$ cat src/design/eis_pkg.sv
// Constants, types and state layout of the extended instruction executor
//==========================================================================
package eis_pkg;

   //=======================================================================
   // Widths, last program page and reset values
   localparam int unsigned DAW       = 12;
   localparam int unsigned PAW       = 16;
   localparam int unsigned PWW       = 16;
   localparam logic [7:0]  LAST_PAGE = 8'hff;
   localparam logic [7:0]  ACC_RST   = 8'h00;
   localparam logic [7:0]  PTR_RST   = 8'h00;
   localparam logic        Z_RST     = 1'h0;

   //=======================================================================
   // Instruction, state and load select codes
   typedef enum logic [3:0] {
      OP_SWAP   = 4'h0,
      OP_SWAPA  = 4'h1,
      OP_SZ     = 4'h2,
      OP_SZA    = 4'h3,
      OP_SZBIT  = 4'h4,
      OP_TRD    = 4'h5,
      OP_TRDL   = 4'h6,
      OP_ITRD   = 4'h7,
      OP_ITRDL  = 4'h8,
      OP_XOR    = 4'h9,
      OP_XORM   = 4'ha
   } eis_op_t;

   typedef enum logic [2:0] {
      ST_IDLE  = 3'h0,
      ST_RDM   = 3'h1,
      ST_EXE   = 3'h2,
      ST_PRD   = 3'h3,
      ST_PWB   = 3'h4,
      ST_DUMMY = 3'h5
   } eis_state_t;

   typedef enum logic [1:0] {
      LD_ACC  = 2'h0,
      LD_TABLE_POINTER_LOWER = 2'h1,
      LD_TABLE_POINTER_UPPER = 2'h2
   } eis_ld_t;

   //=======================================================================
   // Whole state of the executor
   typedef struct packed {
      eis_state_t       st;
      eis_op_t          op;
      logic [DAW-1:0]   addr;
      logic [2:0]       bsel;
      logic [7:0]       acc;
      logic             z;
      logic [7:0]       table_pointer_lower;
      logic [7:0]       table_pointer_upper;
      logic [7:0]       table_high_byte_latch;
      logic             dmem_rd;
      logic             dmem_wr;
      logic [7:0]       wdata;
      logic             pmem_rd;
      logic [PAW-1:0]   paddr;
      logic             done;
      logic             skip;
      logic             dummy;
      logic             ready;
   } eis_state_rec_t;

endpackage

$ cat src/design/eis_alu.sv
// Data path of the executor: result, write enables and skip condition
`timescale 1ns/10ps
module eis_alu (
   // Operation
   input  wire eis_pkg::eis_op_t op_i,
   input  wire logic [2:0]       bsel_i,
   // Operands
   input  wire logic [7:0]       acc_i,
   input  wire logic [7:0]       mdata_i,
   // Results
   output logic                  acc_wr_o,
   output logic [7:0]            acc_val_o,
   output logic                  mem_wr_o,
   output logic [7:0]            mem_val_o,
   output logic                  z_wr_o,
   output logic                  z_val_o,
   output logic                  skip_o
);

   logic [7:0] swapped;
   logic [7:0] xored;

   assign swapped = {mdata_i[3:0], mdata_i[7:4]};
   assign xored   = acc_i ^ mdata_i;

   always_comb begin
      acc_wr_o  = 1'b0;
      acc_val_o = acc_i;
      mem_wr_o  = 1'b0;
      mem_val_o = mdata_i;
      z_wr_o    = 1'b0;
      z_val_o   = (xored == 8'h00);
      skip_o    = 1'b0;
      case (op_i)
         eis_pkg::OP_SWAP: begin
            mem_wr_o  = 1'b1;
            mem_val_o = swapped;
         end
         eis_pkg::OP_SWAPA: begin
            acc_wr_o  = 1'b1;
            acc_val_o = swapped;
         end
         eis_pkg::OP_SZ: begin
            mem_wr_o  = 1'b1;
            skip_o    = (mdata_i == 8'h00);
         end
         eis_pkg::OP_SZA: begin
            acc_wr_o  = 1'b1;
            acc_val_o = mdata_i;
            skip_o    = (mdata_i == 8'h00);
         end
         eis_pkg::OP_SZBIT: begin
            skip_o    = ~mdata_i[bsel_i];
         end
         eis_pkg::OP_XOR: begin
            acc_wr_o  = 1'b1;
            acc_val_o = xored;
            z_wr_o    = 1'b1;
         end
         eis_pkg::OP_XORM: begin
            mem_wr_o  = 1'b1;
            mem_val_o = xored;
            z_wr_o    = 1'b1;
         end
         default: begin
            skip_o    = 1'b0;
         end
      endcase
   end

endmodule

$ cat src/design/eis_exec.sv
// Executor for nibble exchange, far skips, program reads and exclusive-or
`timescale 1ns/10ps
module eis_exec (
   // Clock and reset
   input  wire logic                       ref_clk_i,
   input  wire logic                       resetn_i,
   // Instruction request
   input  wire logic                       op_valid_i,
   input  wire eis_pkg::eis_op_t           op_code_i,
   input  wire logic [eis_pkg::DAW-1:0]    op_addr_i,
   input  wire logic [2:0]                 op_bit_i,
   output logic                            op_ready_o,
   // Core register loads
   input  wire logic                       ld_valid_i,
   input  wire eis_pkg::eis_ld_t           ld_sel_i,
   input  wire logic [7:0]                 ld_data_i,
   // Data memory
   output logic                            dmem_rd_o,
   output logic                            dmem_wr_o,
   output logic [eis_pkg::DAW-1:0]         dmem_addr_o,
   output logic [7:0]                      dmem_wdata_o,
   input  wire logic [7:0]                 dmem_rdata_i,
   // Program memory
   output logic                            pmem_rd_o,
   output logic [eis_pkg::PAW-1:0]         pmem_addr_o,
   input  wire logic [eis_pkg::PWW-1:0]    pmem_rdata_i,
   // Core state
   output logic [7:0]                      acc_o,
   output logic                            z_o,
   output logic [7:0]                      table_pointer_lower_o,
   output logic [7:0]                      table_pointer_upper_o,
   output logic [7:0]                      table_high_byte_latch_o,
   // Completion
   output logic                            done_o,
   output logic                            skip_o,
   output logic                            dummy_o
);

   eis_pkg::eis_state_rec_t s_q;
   eis_pkg::eis_state_rec_t s_d;

   logic       a_acc_wr;
   logic [7:0] a_acc_val;
   logic       a_mem_wr;
   logic [7:0] a_mem_val;
   logic       a_z_wr;
   logic       a_z_val;
   logic       a_skip;
   logic [7:0] ptr_next;
   logic       is_table;
   logic       is_last;
   logic       is_preinc;

   //=======================================================================
   // Data path
   eis_alu u_alu (
      .op_i      (s_q.op),
      .bsel_i    (s_q.bsel),
      .acc_i     (s_q.acc),
      .mdata_i   (dmem_rdata_i),
      .acc_wr_o  (a_acc_wr),
      .acc_val_o (a_acc_val),
      .mem_wr_o  (a_mem_wr),
      .mem_val_o (a_mem_val),
      .z_wr_o    (a_z_wr),
      .z_val_o   (a_z_val),
      .skip_o    (a_skip)
   );

   assign is_table  = (op_code_i == eis_pkg::OP_TRD)
                   || (op_code_i == eis_pkg::OP_TRDL)
                   || (op_code_i == eis_pkg::OP_ITRD)
                   || (op_code_i == eis_pkg::OP_ITRDL);
   assign is_last   = (op_code_i == eis_pkg::OP_TRDL)
                   || (op_code_i == eis_pkg::OP_ITRDL);
   assign is_preinc = (op_code_i == eis_pkg::OP_ITRD)
                   || (op_code_i == eis_pkg::OP_ITRDL);
   // Pointer wraps inside its byte; the upper pointer is never carried into
   assign ptr_next  = is_preinc ? s_q.table_pointer_lower + 8'h01 : s_q.table_pointer_lower;

   //=======================================================================
   // Sequencer
   always_comb begin
      s_d         = s_q;
      s_d.dmem_rd = 1'b0;
      s_d.dmem_wr = 1'b0;
      s_d.pmem_rd = 1'b0;
      s_d.done    = 1'b0;
      s_d.skip    = 1'b0;
      s_d.dummy   = 1'b0;
      case (s_q.st)
         eis_pkg::ST_IDLE: begin
            if (op_valid_i) begin
               s_d.op   = op_code_i;
               s_d.addr = op_addr_i;
               s_d.bsel = op_bit_i;
               if (is_table) begin
                  s_d.table_pointer_lower    = ptr_next;
                  s_d.pmem_rd = 1'b1;
                  s_d.paddr   = is_last ? {eis_pkg::LAST_PAGE, ptr_next}
                                        : {s_q.table_pointer_upper, ptr_next};
                  s_d.st      = eis_pkg::ST_PRD;
               end else begin
                  s_d.dmem_rd = 1'b1;
                  s_d.st      = eis_pkg::ST_RDM;
               end
            end else if (ld_valid_i) begin
               case (ld_sel_i)
                  eis_pkg::LD_ACC:  s_d.acc  = ld_data_i;
                  eis_pkg::LD_TABLE_POINTER_LOWER: s_d.table_pointer_lower = ld_data_i;
                  eis_pkg::LD_TABLE_POINTER_UPPER: s_d.table_pointer_upper = ld_data_i;
                  default:          s_d.acc  = s_q.acc;
               endcase
            end
         end
         eis_pkg::ST_RDM: begin
            s_d.st = eis_pkg::ST_EXE;
         end
         eis_pkg::ST_EXE: begin
            if (a_acc_wr) begin
               s_d.acc = a_acc_val;
            end
            if (a_z_wr) begin
               s_d.z = a_z_val;
            end
            s_d.dmem_wr = a_mem_wr;
            s_d.wdata   = a_mem_val;
            if (a_skip) begin
               s_d.dummy = 1'b1;
               s_d.st    = eis_pkg::ST_DUMMY;
            end else begin
               s_d.done  = 1'b1;
               s_d.st    = eis_pkg::ST_IDLE;
            end
         end
         eis_pkg::ST_DUMMY: begin
            s_d.done = 1'b1;
            s_d.skip = 1'b1;
            s_d.st   = eis_pkg::ST_IDLE;
         end
         eis_pkg::ST_PRD: begin
            s_d.st = eis_pkg::ST_PWB;
         end
         eis_pkg::ST_PWB: begin
            s_d.dmem_wr = 1'b1;
            s_d.wdata   = pmem_rdata_i[7:0];
            s_d.table_high_byte_latch    = pmem_rdata_i[15:8];
            s_d.done    = 1'b1;
            s_d.st      = eis_pkg::ST_IDLE;
         end
         default: begin
            s_d.st = eis_pkg::ST_IDLE;
         end
      endcase
      s_d.ready = (s_d.st == eis_pkg::ST_IDLE);
   end

   always_ff @(posedge ref_clk_i) begin
      if (!resetn_i) begin
         s_q       <= '0;
         s_q.st    <= eis_pkg::ST_IDLE;
         s_q.op    <= eis_pkg::OP_SWAP;
         s_q.acc   <= eis_pkg::ACC_RST;
         s_q.z     <= eis_pkg::Z_RST;
         s_q.table_pointer_lower  <= eis_pkg::PTR_RST;
         s_q.table_pointer_upper  <= eis_pkg::PTR_RST;
         s_q.table_high_byte_latch  <= eis_pkg::PTR_RST;
         s_q.ready <= 1'b1;
      end else begin
         s_q <= s_d;
      end
   end

   //=======================================================================
   // Outputs
   assign op_ready_o   = s_q.ready;
   assign dmem_rd_o    = s_q.dmem_rd;
   assign dmem_wr_o    = s_q.dmem_wr;
   assign dmem_addr_o  = s_q.addr;
   assign dmem_wdata_o = s_q.wdata;
   assign pmem_rd_o    = s_q.pmem_rd;
   assign pmem_addr_o  = s_q.paddr;
   assign acc_o        = s_q.acc;
   assign z_o          = s_q.z;
   assign table_pointer_lower_o       = s_q.table_pointer_lower;
   assign table_pointer_upper_o       = s_q.table_pointer_upper;
   assign table_high_byte_latch_o       = s_q.table_high_byte_latch;
   assign done_o       = s_q.done;
   assign skip_o       = s_q.skip;
   assign dummy_o      = s_q.dummy;

   //=======================================================================
   // Checks
   logic [7:0] chk_swap;
   logic [7:0] chk_xor;
   logic       chk_exe;
   logic       chk_bit;
   logic       chk_take;

   assign chk_swap = {dmem_rdata_i[3:0], dmem_rdata_i[7:4]};
   assign chk_xor  = s_q.acc ^ dmem_rdata_i;
   assign chk_exe  = (s_q.st == eis_pkg::ST_EXE);
   assign chk_bit  = dmem_rdata_i[s_q.bsel];
   assign chk_take = op_valid_i && s_q.ready && is_preinc;
endmodule

$ cat config.mk
export PLATFORM = sky130hd
export DESIGN_NAME = eis_exec
export DESIGN_NICKNAME = d
export VERILOG_FILES = /design/src/design/eis_pkg.sv /design/src/design/eis_alu.sv /design/src/design/eis_exec.sv
export SDC_FILE = /design/constraint.sdc
export NUM_CORES = 1
export LEC_CHECK = 0
export ABC_AREA = 0
export BUFFER_PORTS_ARGS = -buffer_cell sky130_fd_sc_hd__buf_2
export CAP_MARGIN = 25
export CORE_ASPECT_RATIO = 0.8
export CORE_MARGIN = 4
export CORE_UTILIZATION = 50
export CTS_CLUSTER_SIZE = 40
export DETAILED_ROUTE_END_ITERATION = 16
export PLACE_DENSITY_LB_ADDON = 0.1
export SLEW_MARGIN = 20
export SYNTH_ARGS = -nofsm -noshare
export SYNTH_HDL_FRONTEND = slang
export SYNTH_HIERARCHICAL = 1
export SYNTH_SLANG_ARGS = --single-unit
$ cat constraint.sdc
create_clock -name ref_clk_i -period 2.8 [get_ports ref_clk_i]
set_input_delay 0.42 -clock ref_clk_i [delete_from_list [all_inputs] [get_ports ref_clk_i]]
set_output_delay 0.42 -clock ref_clk_i [all_outputs]
set_load 0.02 [all_outputs]
==> results of run 1 <==
cell usage in the layout (no fill, tap or decap), types with 3 or more instances in the layout:
master	Yosys	final
mux2i_1	29	29
nor3b_1	7	7
a2bb2oi_1	5	5
a221o_1	8	8
xor2_1	3	3
nor2_1	43	43
a22oi_1	10	10
buf_2	10	132
nand4b_1	3	3
clkbuf_16	0	9
o22ai_1	17	17
o21ai_0	12	12
nand4_1	4	4
nand2_1	78	78
xnor2_1	8	8
a21oi_1	60	60
mux2_2	6	6
o32a_1	3	3
buf_4	68	13
nor4_1	3	3
a211oi_1	9	9
nand3_1	6	6
o21ai_1	3	3
dfxtp_1	86	86
nor2b_1	4	4
inv_1	12	11
nand2b_1	18	18
a32oi_1	3	3
nor3_1	6	6
where the power goes:
| group | total, mW | switching [mW] | leakage (nW) | internal, mW |
|---|---|---|---|---|
| clock | 1.11 | 0.487 | 0.135 | 0.626 |
| combinational | 0.514 | 0.300 | 1.48 | 0.214 |
| sequential | 1.34 | 0.0582 | 0.700 | 1.28 |
stage by stage:
step	hold slack [ns]	instance area [µm²]
6_report	0.319	5320
5_1_grt	0.312	5320
4_1_cts	0.306	5320
3_5_place_dp	0.445	5040
3_3_place_gp	0.438	5040
2_1_floorplan	0.437	4850
critical path, delay by kind of cell, from the launching register on:
family           cells  cell delay (ns)
AND/OR/NAND/NOR      1             0.43
AO/OA/AOI/OAI        3             0.78
flip-flops           1             0.89
multiplexers         1             0.10
how the worst min path moves through the flow:
stage,endpoint,slack [ns],startpoint
2_1_floorplan,dmem_addr_o[0],0.44,dmem_addr_o[0]
3_3_place_gp,dmem_addr_o[10],0.44,dmem_addr_o[10]
3_5_place_dp,dmem_addr_o[2],0.45,dmem_addr_o[2]
4_1_cts,table_high_byte_latch_o[2],0.31,pmem_rdata_i[10]
5_1_grt,dmem_addr_o[5],0.31,op_addr_i[5]
6_report,dmem_addr_o[5],0.32,op_addr_i[5]
metal layers:
metal | global-route usage [%] | share of wire (%)
met5 | 0 | 0
met4 | 4.98 | 0.64
met3 | 6.11 | 6.4
met2 | 33.8 | 46
met1 | 27.4 | 47
area by class of cell:
cell class | count | area (µm²)
flip-flops and latches | 86 | 1720
clock buffers | 11 | 243
repair buffers | 145 | 758
clock inverters | 5 | 35.0
multi-input cells | 382 | 2370
fillers | 885 | 3950
well taps | 115 | 144
inverters | 12 | 45.0
cells by family (layout without fill, tap and decap cells):
family,Yosys count,count (layout)
AO/OA/AOI/OAI,145,145
XOR/XNOR,11,11
adder cells (fa/ha/maj),1,1
buffers and inverters,123,173
flip-flops,86,86
multiplexers,37,37
AND/OR/NAND/NOR,188,188
state kept, by name (all words and copies together) (netlist names):
| name | count |
|---|---|
| acc_o | 8 |
| dmem_addr_o | 12 |
| dmem_rd_o | 1 |
| dmem_wdata_o | 8 |
| dmem_wr_o | 1 |
| done_o | 1 |
| dummy_o | 1 |
| op_ready_o | 1 |
| pmem_addr_o | 16 |
| pmem_rd_o | 1 |
| s_q | 10 |
| skip_o | 1 |
| table_high_byte_latch_o | 8 |
| table_pointer_lower_o | 8 |
| table_pointer_upper_o | 8 |
| z_o | 1 |
==> results.md, run 1 <==
- Status: finished clean
- Initial Util: between 50% and 60%
- First-pass GRT wire length: 19,200 µm
- CTS tree: built
- Number of global-route vias before repair: roughly 4,000
- Post-synth EDFFs: 0
- Final std cells w/o fill: ~760
- Syn_nets: approximately 650
- Post-CTS Hold Fix Bufs: 0
- Count leader, synth: dfxtp_1
- Area growth from synthesis to layout: 9.67%
- Clock sinks: 86
- FF-to-FF setup slack: roughly 0.51 ns
- Congestion Overflow GR: 0
- Critical Path End Type: register
- Post-Syn Area: slightly below 0.005 mm²
- Cell area power density: roughly 560 mW/mm²
- Mux contribution to synthesized area: approximately 8.3%
- Port bufs: between 100 and 150
- Arrival time worst endpoint: 2.54 ns
- Crit Path Class: reg2reg
- RSZ-0062 raised after global routing: no
- Max-slew headroom: between 40% and 50%
- Total power draw: approximately 3 mW
- R2R cell count: 5
- Layout cells sized above 1: about 28%
- Leakage: between 2 and 2.5 nW
- Placed cells: 740
- Final hold viol count: 0
- Slowest-stage cell, CP: dfxtp_1
- Hold Crit Class: in2reg
- 1st-pass router iterations: 5
- Commonest cells post-synth: dfxtp_1, nand2_1, buf_4
- Top-area cell type share of the netlist area: 35.5%
- Die area: about 0.011 mm²
- Top Ports: between 100 and 150
- Initial antenna violation count: 0
- Number of buffers added for setup after CTS: 0
- Post-Synthesis Cells: slightly below 600
- Dpl hpwl: about 9000 µm
- Clock-pin slew on the worst setup and hold paths: approximately 0.060 ns
- Area leader, netlist: dfxtp_1
- Largest family of logic cells by synthesized area: compound AO/OA/AOI/OAI gates
- Drt drc: 0
- CP max stage delay: ~0.89 ns
- #FFs+latches synth: 86
- Post-route ant nets: 0
- Antenna diode instance count: 0
- Placer Congestion: ~0.87
- Detailed Route WL: 12,300 µm
- Final setup TNS: 0 ns
- Setup crit end: acc_o[5]
- Worst EP required: 3.05 ns
- CP cell instances: nand2b_1 -> o32a_1 -> o22ai_1 -> mux2i_1 -> a211oi_1
- Asr flop ratio synth: 0%
- Reg2Reg Capture Point: acc_o[5]
- Adder-Cell Fraction of Synth Area: less than 1%
- Layout Utilization: ~57%
- Post-cts repair resize count: 0
- Largest net degree at the start of global routing: 28
- Pins over their slew limit: 0
- Die width: approximately 120 µm
- Synth top area cells: dfxtp_1, buf_4, a21oi_1
- Simple-Gate Fraction of Synth Area: approximately a fifth
- Worst r2r src: s_q[82]
- Hold depth: 3
- Routed wire per std cell: about 16 µm
- CTS Buf Count: 9
- Worst setup slack after layout: between 0.5 and 0.6 ns
- Synth warnings: 6
- Nets: 694
- Top_reg_cell synth: dfxtp_1
- CP Launch Type: register
- GRT Total Usage: between 20% and 30%
- Fin Clk Skew: between 0.004 and 0.005 ns
- Achievable frequency: about 440 MHz
- Maximum VDD drop: 0.343 mV
- Clk buf depth: 2
- Max_cap viols: 0
- Slew @ Worst Pin: ~0.87 ns
- Synth Area in Compound Gates: between 10% and 20%
- Xor and xnor area share after synthesis: 1.99%
- Vias: approximately 4,200
- Seq/Total Area, Yosys: between 30% and 40%
- Post-place setup slack: just over 0.5 ns
- CTS Root Cell: clkbuf_16
- Clock Latency Late Sink: 0.33 ns
- Die height: between 90 and 100 µm
- CORE AREA: between 0.009 and 0.01 mm²
- CTS H-tree depth: 3
- Via/cell ratio: 5.55
- First DRT Iteration DRCs: about 230
- Distinct cells, synth: 62
- Row cnt: 31
- Synth Area per Inst: approximately 8.2 µm²
- CP startpoint: s_q[82]
- Final period utilization: 81.8%
- Final min period: 2.29 ns
- Final number of setup-violating endpoints: 0
- Crit-path max FO: 24
(Power assumes the default switching activity.)
==> inputs of run 2 (changes only) <==
==> constraint.sdc (replaced) <==
create_clock -name ref_clk_i -period 2.35 [get_ports ref_clk_i]
set_input_delay 0.3525 -clock ref_clk_i [delete_from_list [all_inputs] [get_ports ref_clk_i]]
set_output_delay 0.3525 -clock ref_clk_i [all_outputs]
set_load 0.02 [all_outputs]
==> run 2 against run 1 <==
Against the previous run:
- flip-flop and latch count unchanged
- wire length shrank 0.34%
- critical path depth unchanged
- sequential share of layout area down 0.70 points
- register-to-register slack got worse by 0.20 ns
- fmax rose by 12%
- first-iteration DRC count grew 11%
- clock skew increased by 0.0031 ns
- worst setup slack worse by 0.20 ns
==> results.md, run 2 (synthesis gave the netlist of run 1 again) <==
- Row cnt: 31 (unchanged)
- Max FFs per register: 16 (unchanged)
- First-pass GRT wire length: 19,800 µm (was 19,200 µm)
- Commonest cells after routing, fill and taps aside: buf_2, dfxtp_1, nand2_1 (unchanged)
- Post-CTS Hold Fix Bufs: 0 (unchanged)
- Top Ports: 133 (unchanged)
- Routed wire per std cell: 16.0 µm (was 16.2 µm)
- FF-to-FF setup slack: 0.30 ns (was 0.51 ns)
- 1st-pass router iterations: 4 (was 5)
- Fin Clk Skew: 0.00799 ns (was 0.00491 ns)
- Setup crit end: op_ready_o (was acc_o[5])
- Congestion Overflow GR: 0 (unchanged)
- CTS H-tree depth: 3 (unchanged)
- CTS Buf Count: 9 (unchanged)
- RSZ-0062 raised after global routing: no (unchanged)
- Worst EP required: 2.58 ns (was 3.05 ns)
- Final setup TNS: 0 ns (unchanged)
- Crit Path Class: reg2reg (unchanged)
- Cell area power density: 698 mW/mm² (was 557 mW/mm²)
- Die width: 118 µm (unchanged)
- GRT Total Usage: 21.4% (was 20.8%)
- CTS Root Cell: clkbuf_16 (unchanged)
- Antenna diode instance count: 0 (unchanged)
- CP Launch Type: register (unchanged)
- Layout cells sized above 1: 29.0% (was 28.1%)
- Commonest non-fill, non-tap cell in the layout: buf_2 (unchanged)
- Die area: 0.0113 mm² (unchanged)
- Area growth from synthesis to layout: 12.1% (was 9.67%)
- Vias: 4,229 (was 4,194)
- CORE AREA: 0.00927 mm² (unchanged)
- Number of global-route vias before repair: 3,958 (was 3,909)
- Layout Utilization: 58.6% (was 57.4%)
- Final number of setup-violating endpoints: 0 (unchanged)
- Fillers: 888 (was 885)
- Final hold slack: 0.243 ns (was 0.319 ns)
- Crit-path max FO: 4 (was 24)
- Port bufs: 132 (unchanged)
- Die height: 96.1 µm (unchanged)
- Initial Util: 52.3% (unchanged)
- CTS tree: built (unchanged)
- Pins over their slew limit: 0 (unchanged)
- Arrival time worst endpoint: 2.27 ns (was 2.54 ns)
- CP startpoint: s_q[66] (was s_q[82])
- Achievable frequency: 489 MHz (was 436 MHz)
- Clock Latency Late Sink: 0.34 ns (was 0.33 ns)
- Max_cap viols: 0 (unchanged)
- Post-cts repair resize count: 0 (unchanged)
- Clk buf depth: 2 (unchanged)
- Leakage: 2.38 nW (was 2.31 nW)
- Hold Crit Class: in2reg (unchanged)
- Initial antenna violation count: 0 (unchanged)
- Placer Congestion: 0.868 (about the same)
- Final period utilization: 87.0% (was 81.8%)
- Slew @ Worst Pin: 0.889 ns (was 0.867 ns)
- Clock-pin slew on the worst setup and hold paths: 0.06 ns (about the same)
- Seq. cell area: 0.00172 mm² (unchanged)
- Status: finished clean (unchanged)
- Dpl hpwl: 9060 µm (was 8990 µm)
- Post-route ant nets: 0 (unchanged)
- Number of buffers added for setup after CTS: 0 (unchanged)
- Reg2Reg Capture Point: op_ready_o (was acc_o[5])
- Drt drc: 0 (unchanged)
- Final min period: 2.05 ns (was 2.29 ns)
- Clock sinks: 86 (unchanged)
- Worst r2r src: s_q[66] (was s_q[82])
- R2R cell count: 5 (unchanged)
- Critical Path End Type: register (unchanged)
- Max-slew headroom: 40.6% (was 42.1%)
- Final hold viol count: 0 (unchanged)
- Via/cell ratio: 5.54 (was 5.55)
- First DRT Iteration DRCs: 249 (was 225)
- Maximum VDD drop: 0.372 mV (was 0.343 mV)
- Nets: 701 (was 694)
- Largest net degree at the start of global routing: 37 (was 28)
- Footprint of the multi-input gates: 0.00237 mm² (unchanged)
- Detailed Route WL: 12,200 µm (was 12,300 µm)
run 2: cell types whose count changed in the layout (fill, tap and decap cells not counted), sizes merged:
| cell | delta |
|---|---|
| bufinv | +2 |
| clkbuf | -1 |
| clkinvlp | -1 |
| clkinv | -2 |
| inv | +2 |
| buf | +7 |
run 2: worst min-delay path by stage:
stage	from	end	slack, ns	cells after the start
after global placement	table_high_byte_latch_o[0]	table_high_byte_latch_o[0]	0.44	2
after global routing	op_bit_i[2]	s_q[66]	0.26	3
after CTS	pmem_rdata_i[11]	table_high_byte_latch_o[3]	0.23	3
final	pmem_rdata_i[14]	table_high_byte_latch_o[6]	0.24	3
after floorplan	dmem_addr_o[0]	dmem_addr_o[0]	0.44	2
after detailed placement	dmem_wdata_o[4]	dmem_wdata_o[4]	0.45	2
run 2: worst max-delay path, cell delays in order, from the launching register on:
cell and delay [ns]:
dfxtp_1 0.42, mux4_2 0.53, mux2_2 0.27, o21ai_1 0.29, a211oi_1 0.11, or3_1 0.30
run 2: per-layer routing:
metal  part of all wire, %  track usage (%)  vias to the layer above  wire length, µm
met2                    46             35.0                      110             5580
li1                      -                -                     2115                -
met3                   6.8             5.88                       11              831
met5                     0                0                        -                0
met4                   1.1             5.56                        0              134
met1                    46             28.3                     1993             5690
run 2: layout make-up:
| cell class | count | area share, % |
|---|---|---|
| Clock inverter | 6 | 1.68 |
| Timing Repair Buffer | 152 | 15.1 |
| Sequential cell | 86 | 31.7 |
| Tap cell | 115 | 2.65 |
| Inverter | 12 | 0.829 |
| Multi-Input combinational cell | 382 | 43.6 |
| Clock buffer | 10 | 4.40 |
run 2: through the flow:
| stage | setup WS (ns) | area (µm²) | std cells | power [mW] |
|---|---|---|---|---|
| 6_report | 0.305 | 5440 | 763 | 3.80 |
| 5_1_grt | 0.119 | 5440 | 763 | 3.95 |
| 4_1_cts | 0.298 | 5440 | 763 | 3.83 |
| 3_5_place_dp | 0.101 | 5110 | 747 | 2.25 |
| 3_3_place_gp | 0.191 | 5110 | 747 | 2.23 |
| 2_1_floorplan | 0.376 | 4850 | 591 | 2.10 |
run 2: power by group:
part,total [mW],internal [mW],switching [mW]
combinational,0.631,0.264,0.367
clock,1.58,0.968,0.614
sequential,1.58,1.52,0.0605
==> inputs of run 3 (changes only) <==
--- a/config.mk
+++ b/config.mk
@@ -14,6 +14,7 @@
 export CTS_CLUSTER_SIZE = 40
 export DETAILED_ROUTE_END_ITERATION = 16
 export PLACE_DENSITY_LB_ADDON = 0.1
+export REMOVE_ABC_BUFFERS = 1
 export SLEW_MARGIN = 20
 export SYNTH_ARGS = -nofsm -noshare
 export SYNTH_HDL_FRONTEND = slang
==> run 3 against run 2 <==
Against the previous run:
- non-clock buffer count grew 2
- global-route usage grew 0.79 points
- core utilization shrank 0.15 points
- worst setup slack lost 0.066 ns
- clock power shrank 8%
- clock skew shrank 0.0023 ns
==> results.md, run 3 (synthesis gave the netlist of run 1 again) <==
- Status: finished clean (unchanged)
- CP cell instances: buf_4 -> nand4bb_1 -> buf_4 -> mux2i_1 -> a221o_1 -> a22oi_1 -> a21oi_1 (was mux4_2 -> mux2_2 -> o21ai_1 -> a211oi_1 -> or3_1)
- Pins over their slew limit: 0 (unchanged)
- Hold depth: 3 (unchanged)
- Final min period: 2.11 ns (was 2.05 ns)
- CTS Root Cell: clkbuf_16 (unchanged)
- Post-place setup slack: 0.135 ns (was 0.101 ns)
- Dpl hpwl: 9310 µm (was 9060 µm)
- Achievable frequency: 474 MHz (was 489 MHz)
- Die height: 96.1 µm (unchanged)
- Leakage: 2.37 nW (was 2.38 nW)
- CP Launch Type: register (unchanged)
- GRT Total Usage: 22.2% (was 21.4%)
- Final period utilization: 89.9% (was 87.0%)
- Via/cell ratio: 5.58 (was 5.54)
- Detailed Route WL: 12,600 µm (was 12,200 µm)
- First DRT Iteration DRCs: 298 (was 249)
- Placer Congestion: 0.846 (was 0.868)
- Post-cts repair resize count: 0 (unchanged)
- Critical Path End Type: register (unchanged)
- Number of buffers added for setup after CTS: 0 (unchanged)
- Worst r2r src: s_q[80] (was s_q[66])
- Crit Path Class: reg2reg (unchanged)
- Initial antenna violation count: 0 (unchanged)
- Cell area power density: 677 mW/mm² (was 698 mW/mm²)
- CTS H-tree depth: 3 (unchanged)
- Clock sinks: 86 (unchanged)
- FF-to-FF setup slack: 0.24 ns (was 0.30 ns)
- Post-CTS Hold Fix Bufs: 0 (unchanged)
- Arrival time worst endpoint: 2.30 ns (was 2.27 ns)
- Cell mode on critical path: buf_4
- Final std cells w/o fill: 765 (was 763)
- Hold Crit Class: in2reg (unchanged)
- Initial Util: 52.3% (unchanged)
- Vias: 4,267 (was 4,229)
- Nets: 703 (was 701)
- Die area: 0.0113 mm² (unchanged)
- Max-slew headroom: 41.3% (was 40.6%)
- Worst EP required: 2.54 ns (was 2.58 ns)
- Die width: 118 µm (unchanged)
- Layout cells sized above 1: 28.9% (was 29.0%)
- CTS Buf Count: 9 (unchanged)
- Layout Utilization: 58.5% (was 58.6%)
- RSZ-0062 raised after global routing: no (unchanged)
- 1st-pass router iterations: 5 (was 4)
- Antenna diode instance count: 0 (unchanged)
- CTS tree: built (unchanged)
- First-pass GRT wire length: 20,400 µm (was 19,800 µm)
- Fillers: 895 (was 888)
- Number of global-route vias before repair: 4,074 (was 3,958)
- Max_cap viols: 0 (unchanged)
- R2R cell count: 7 (was 5)
- Area growth from synthesis to layout: 11.8% (was 12.1%)
- Maximum VDD drop: 0.381 mV (was 0.372 mV)
- Port bufs: 132 (unchanged)
- Slew @ Worst Pin: 0.879 ns (was 0.889 ns)
- Congestion Overflow GR: 0 (unchanged)
- Final instance area: 0.00542 mm² (was 0.00544 mm²)
- Drt drc: 0 (unchanged)
- Placed cells: 749 (was 747)
- CP max stage delay: 0.54 ns (was 0.53 ns)
- Top Ports: 133 (unchanged)
- Max FFs per register: 16 (unchanged)
- Clk buf depth: 2 (unchanged)
- Reg2Reg Capture Point: dmem_wdata_o[6] (was op_ready_o)
- Slowest-stage cell, CP: dfxtp_1 (was mux4_2)
- Fin Clk Skew: 0.00565 ns (was 0.00799 ns)
- WHS Endpoint: dmem_addr_o[11] (was table_high_byte_latch_o[6])
- Final hold viol count: 0 (unchanged)
- Crit-path max FO: 18 (was 4)
- Largest net degree at the start of global routing: 45 (was 37)
- Row cnt: 31 (unchanged)
- Routed wire per std cell: 16.5 µm (was 16.0 µm)
- Clock Latency Late Sink: 0.34 ns (about the same)
- Worst setup slack after layout: 0.238 ns (was 0.305 ns)
- Commonest cells after routing, fill and taps aside: buf_2, dfxtp_1, nand2_1 (unchanged)
- Post-route ant nets: 0 (unchanged)
- Placed Area: 0.00512 mm² (was 0.00511 mm²)
- Clock-pin slew on the worst setup and hold paths: 0.06 ns (about the same)
- CORE AREA: 0.00927 mm² (unchanged)
- Worst Min Path Start: op_addr_i[11] (was pmem_rdata_i[14])
- Commonest non-fill, non-tap cell in the layout: buf_2 (unchanged)
- Final number of setup-violating endpoints: 0 (unchanged)
[run 3: cell count changes in the layout (fill, tap and decap cells not counted)]
cell | before | now
buf_4 | 19 | 21
clkbuf_1 | 0 | 2
bufinv_16 | 2 | 1
clkinv_2 | 1 | 0
clkinvlp_4 | 0 | 1
inv_6 | 2 | 1
[run 3: cell type report]
class,count,area (µm²),area share [%]
clock buffers,12,246,4.55
multi-input cells,382,2370,43.7
flip-flops and latches,86,1720,31.7
well taps,115,144,2.65
repair buffers,154,838,15.5
clock inverters,4,55.1,1.02
inverters,12,45.0,0.831
[run 3: metrics by stage]
step	power [mW]	hold WS, ns	setup TNS [ns]
2_1_floorplan	1.99	0.441	-0.282
3_3_place_gp	2.24	0.439	0
3_5_place_dp	2.25	0.449	0
4_1_cts	3.69	0.241	0
5_1_grt	3.84	0.242	0
6_report	3.67	0.246	0
[run 3: metal layers]
layer	track usage [%]	share of wire, %	vias up
li1	-	-	2115
met1	31.2	48	1987
met2	33.3	43	156
met3	7.29	7.9	9
met4	4.78	0.77	0
met5	0	0	-
[run 3: how the worst max path moves through the flow]
stage,endpoint,startpoint,slack [ns],depth (start not counted)
finish,dmem_wdata_o[6],s_q[80],0.24,7
global route,dmem_wdata_o[3],s_q[81],0.09,5
CTS,dmem_wdata_o[6],s_q[80],0.28,7
detailed placement,table_pointer_lower_o[1],op_code_i[0],0.13,6
global placement,table_pointer_lower_o[1],op_code_i[0],0.18,6
floorplan,dmem_wdata_o[1],s_q[80],-0.04,5
[run 3: power breakdown]
part / leakage, nW / internal [mW] / switching, mW
Sequential: 0.700 / 1.52 / 0.0585
Clock: 0.143 / 0.859 / 0.591
Combinational: 1.53 / 0.266 / 0.375
[run 3: critical path: cells and delay by family (launching register included)]
family          cells  cell delay (ns)
simple gates        1             0.12
compound gates      3             0.61
flops               1             0.54
mux                 1             0.14
buf+inv             2             0.54
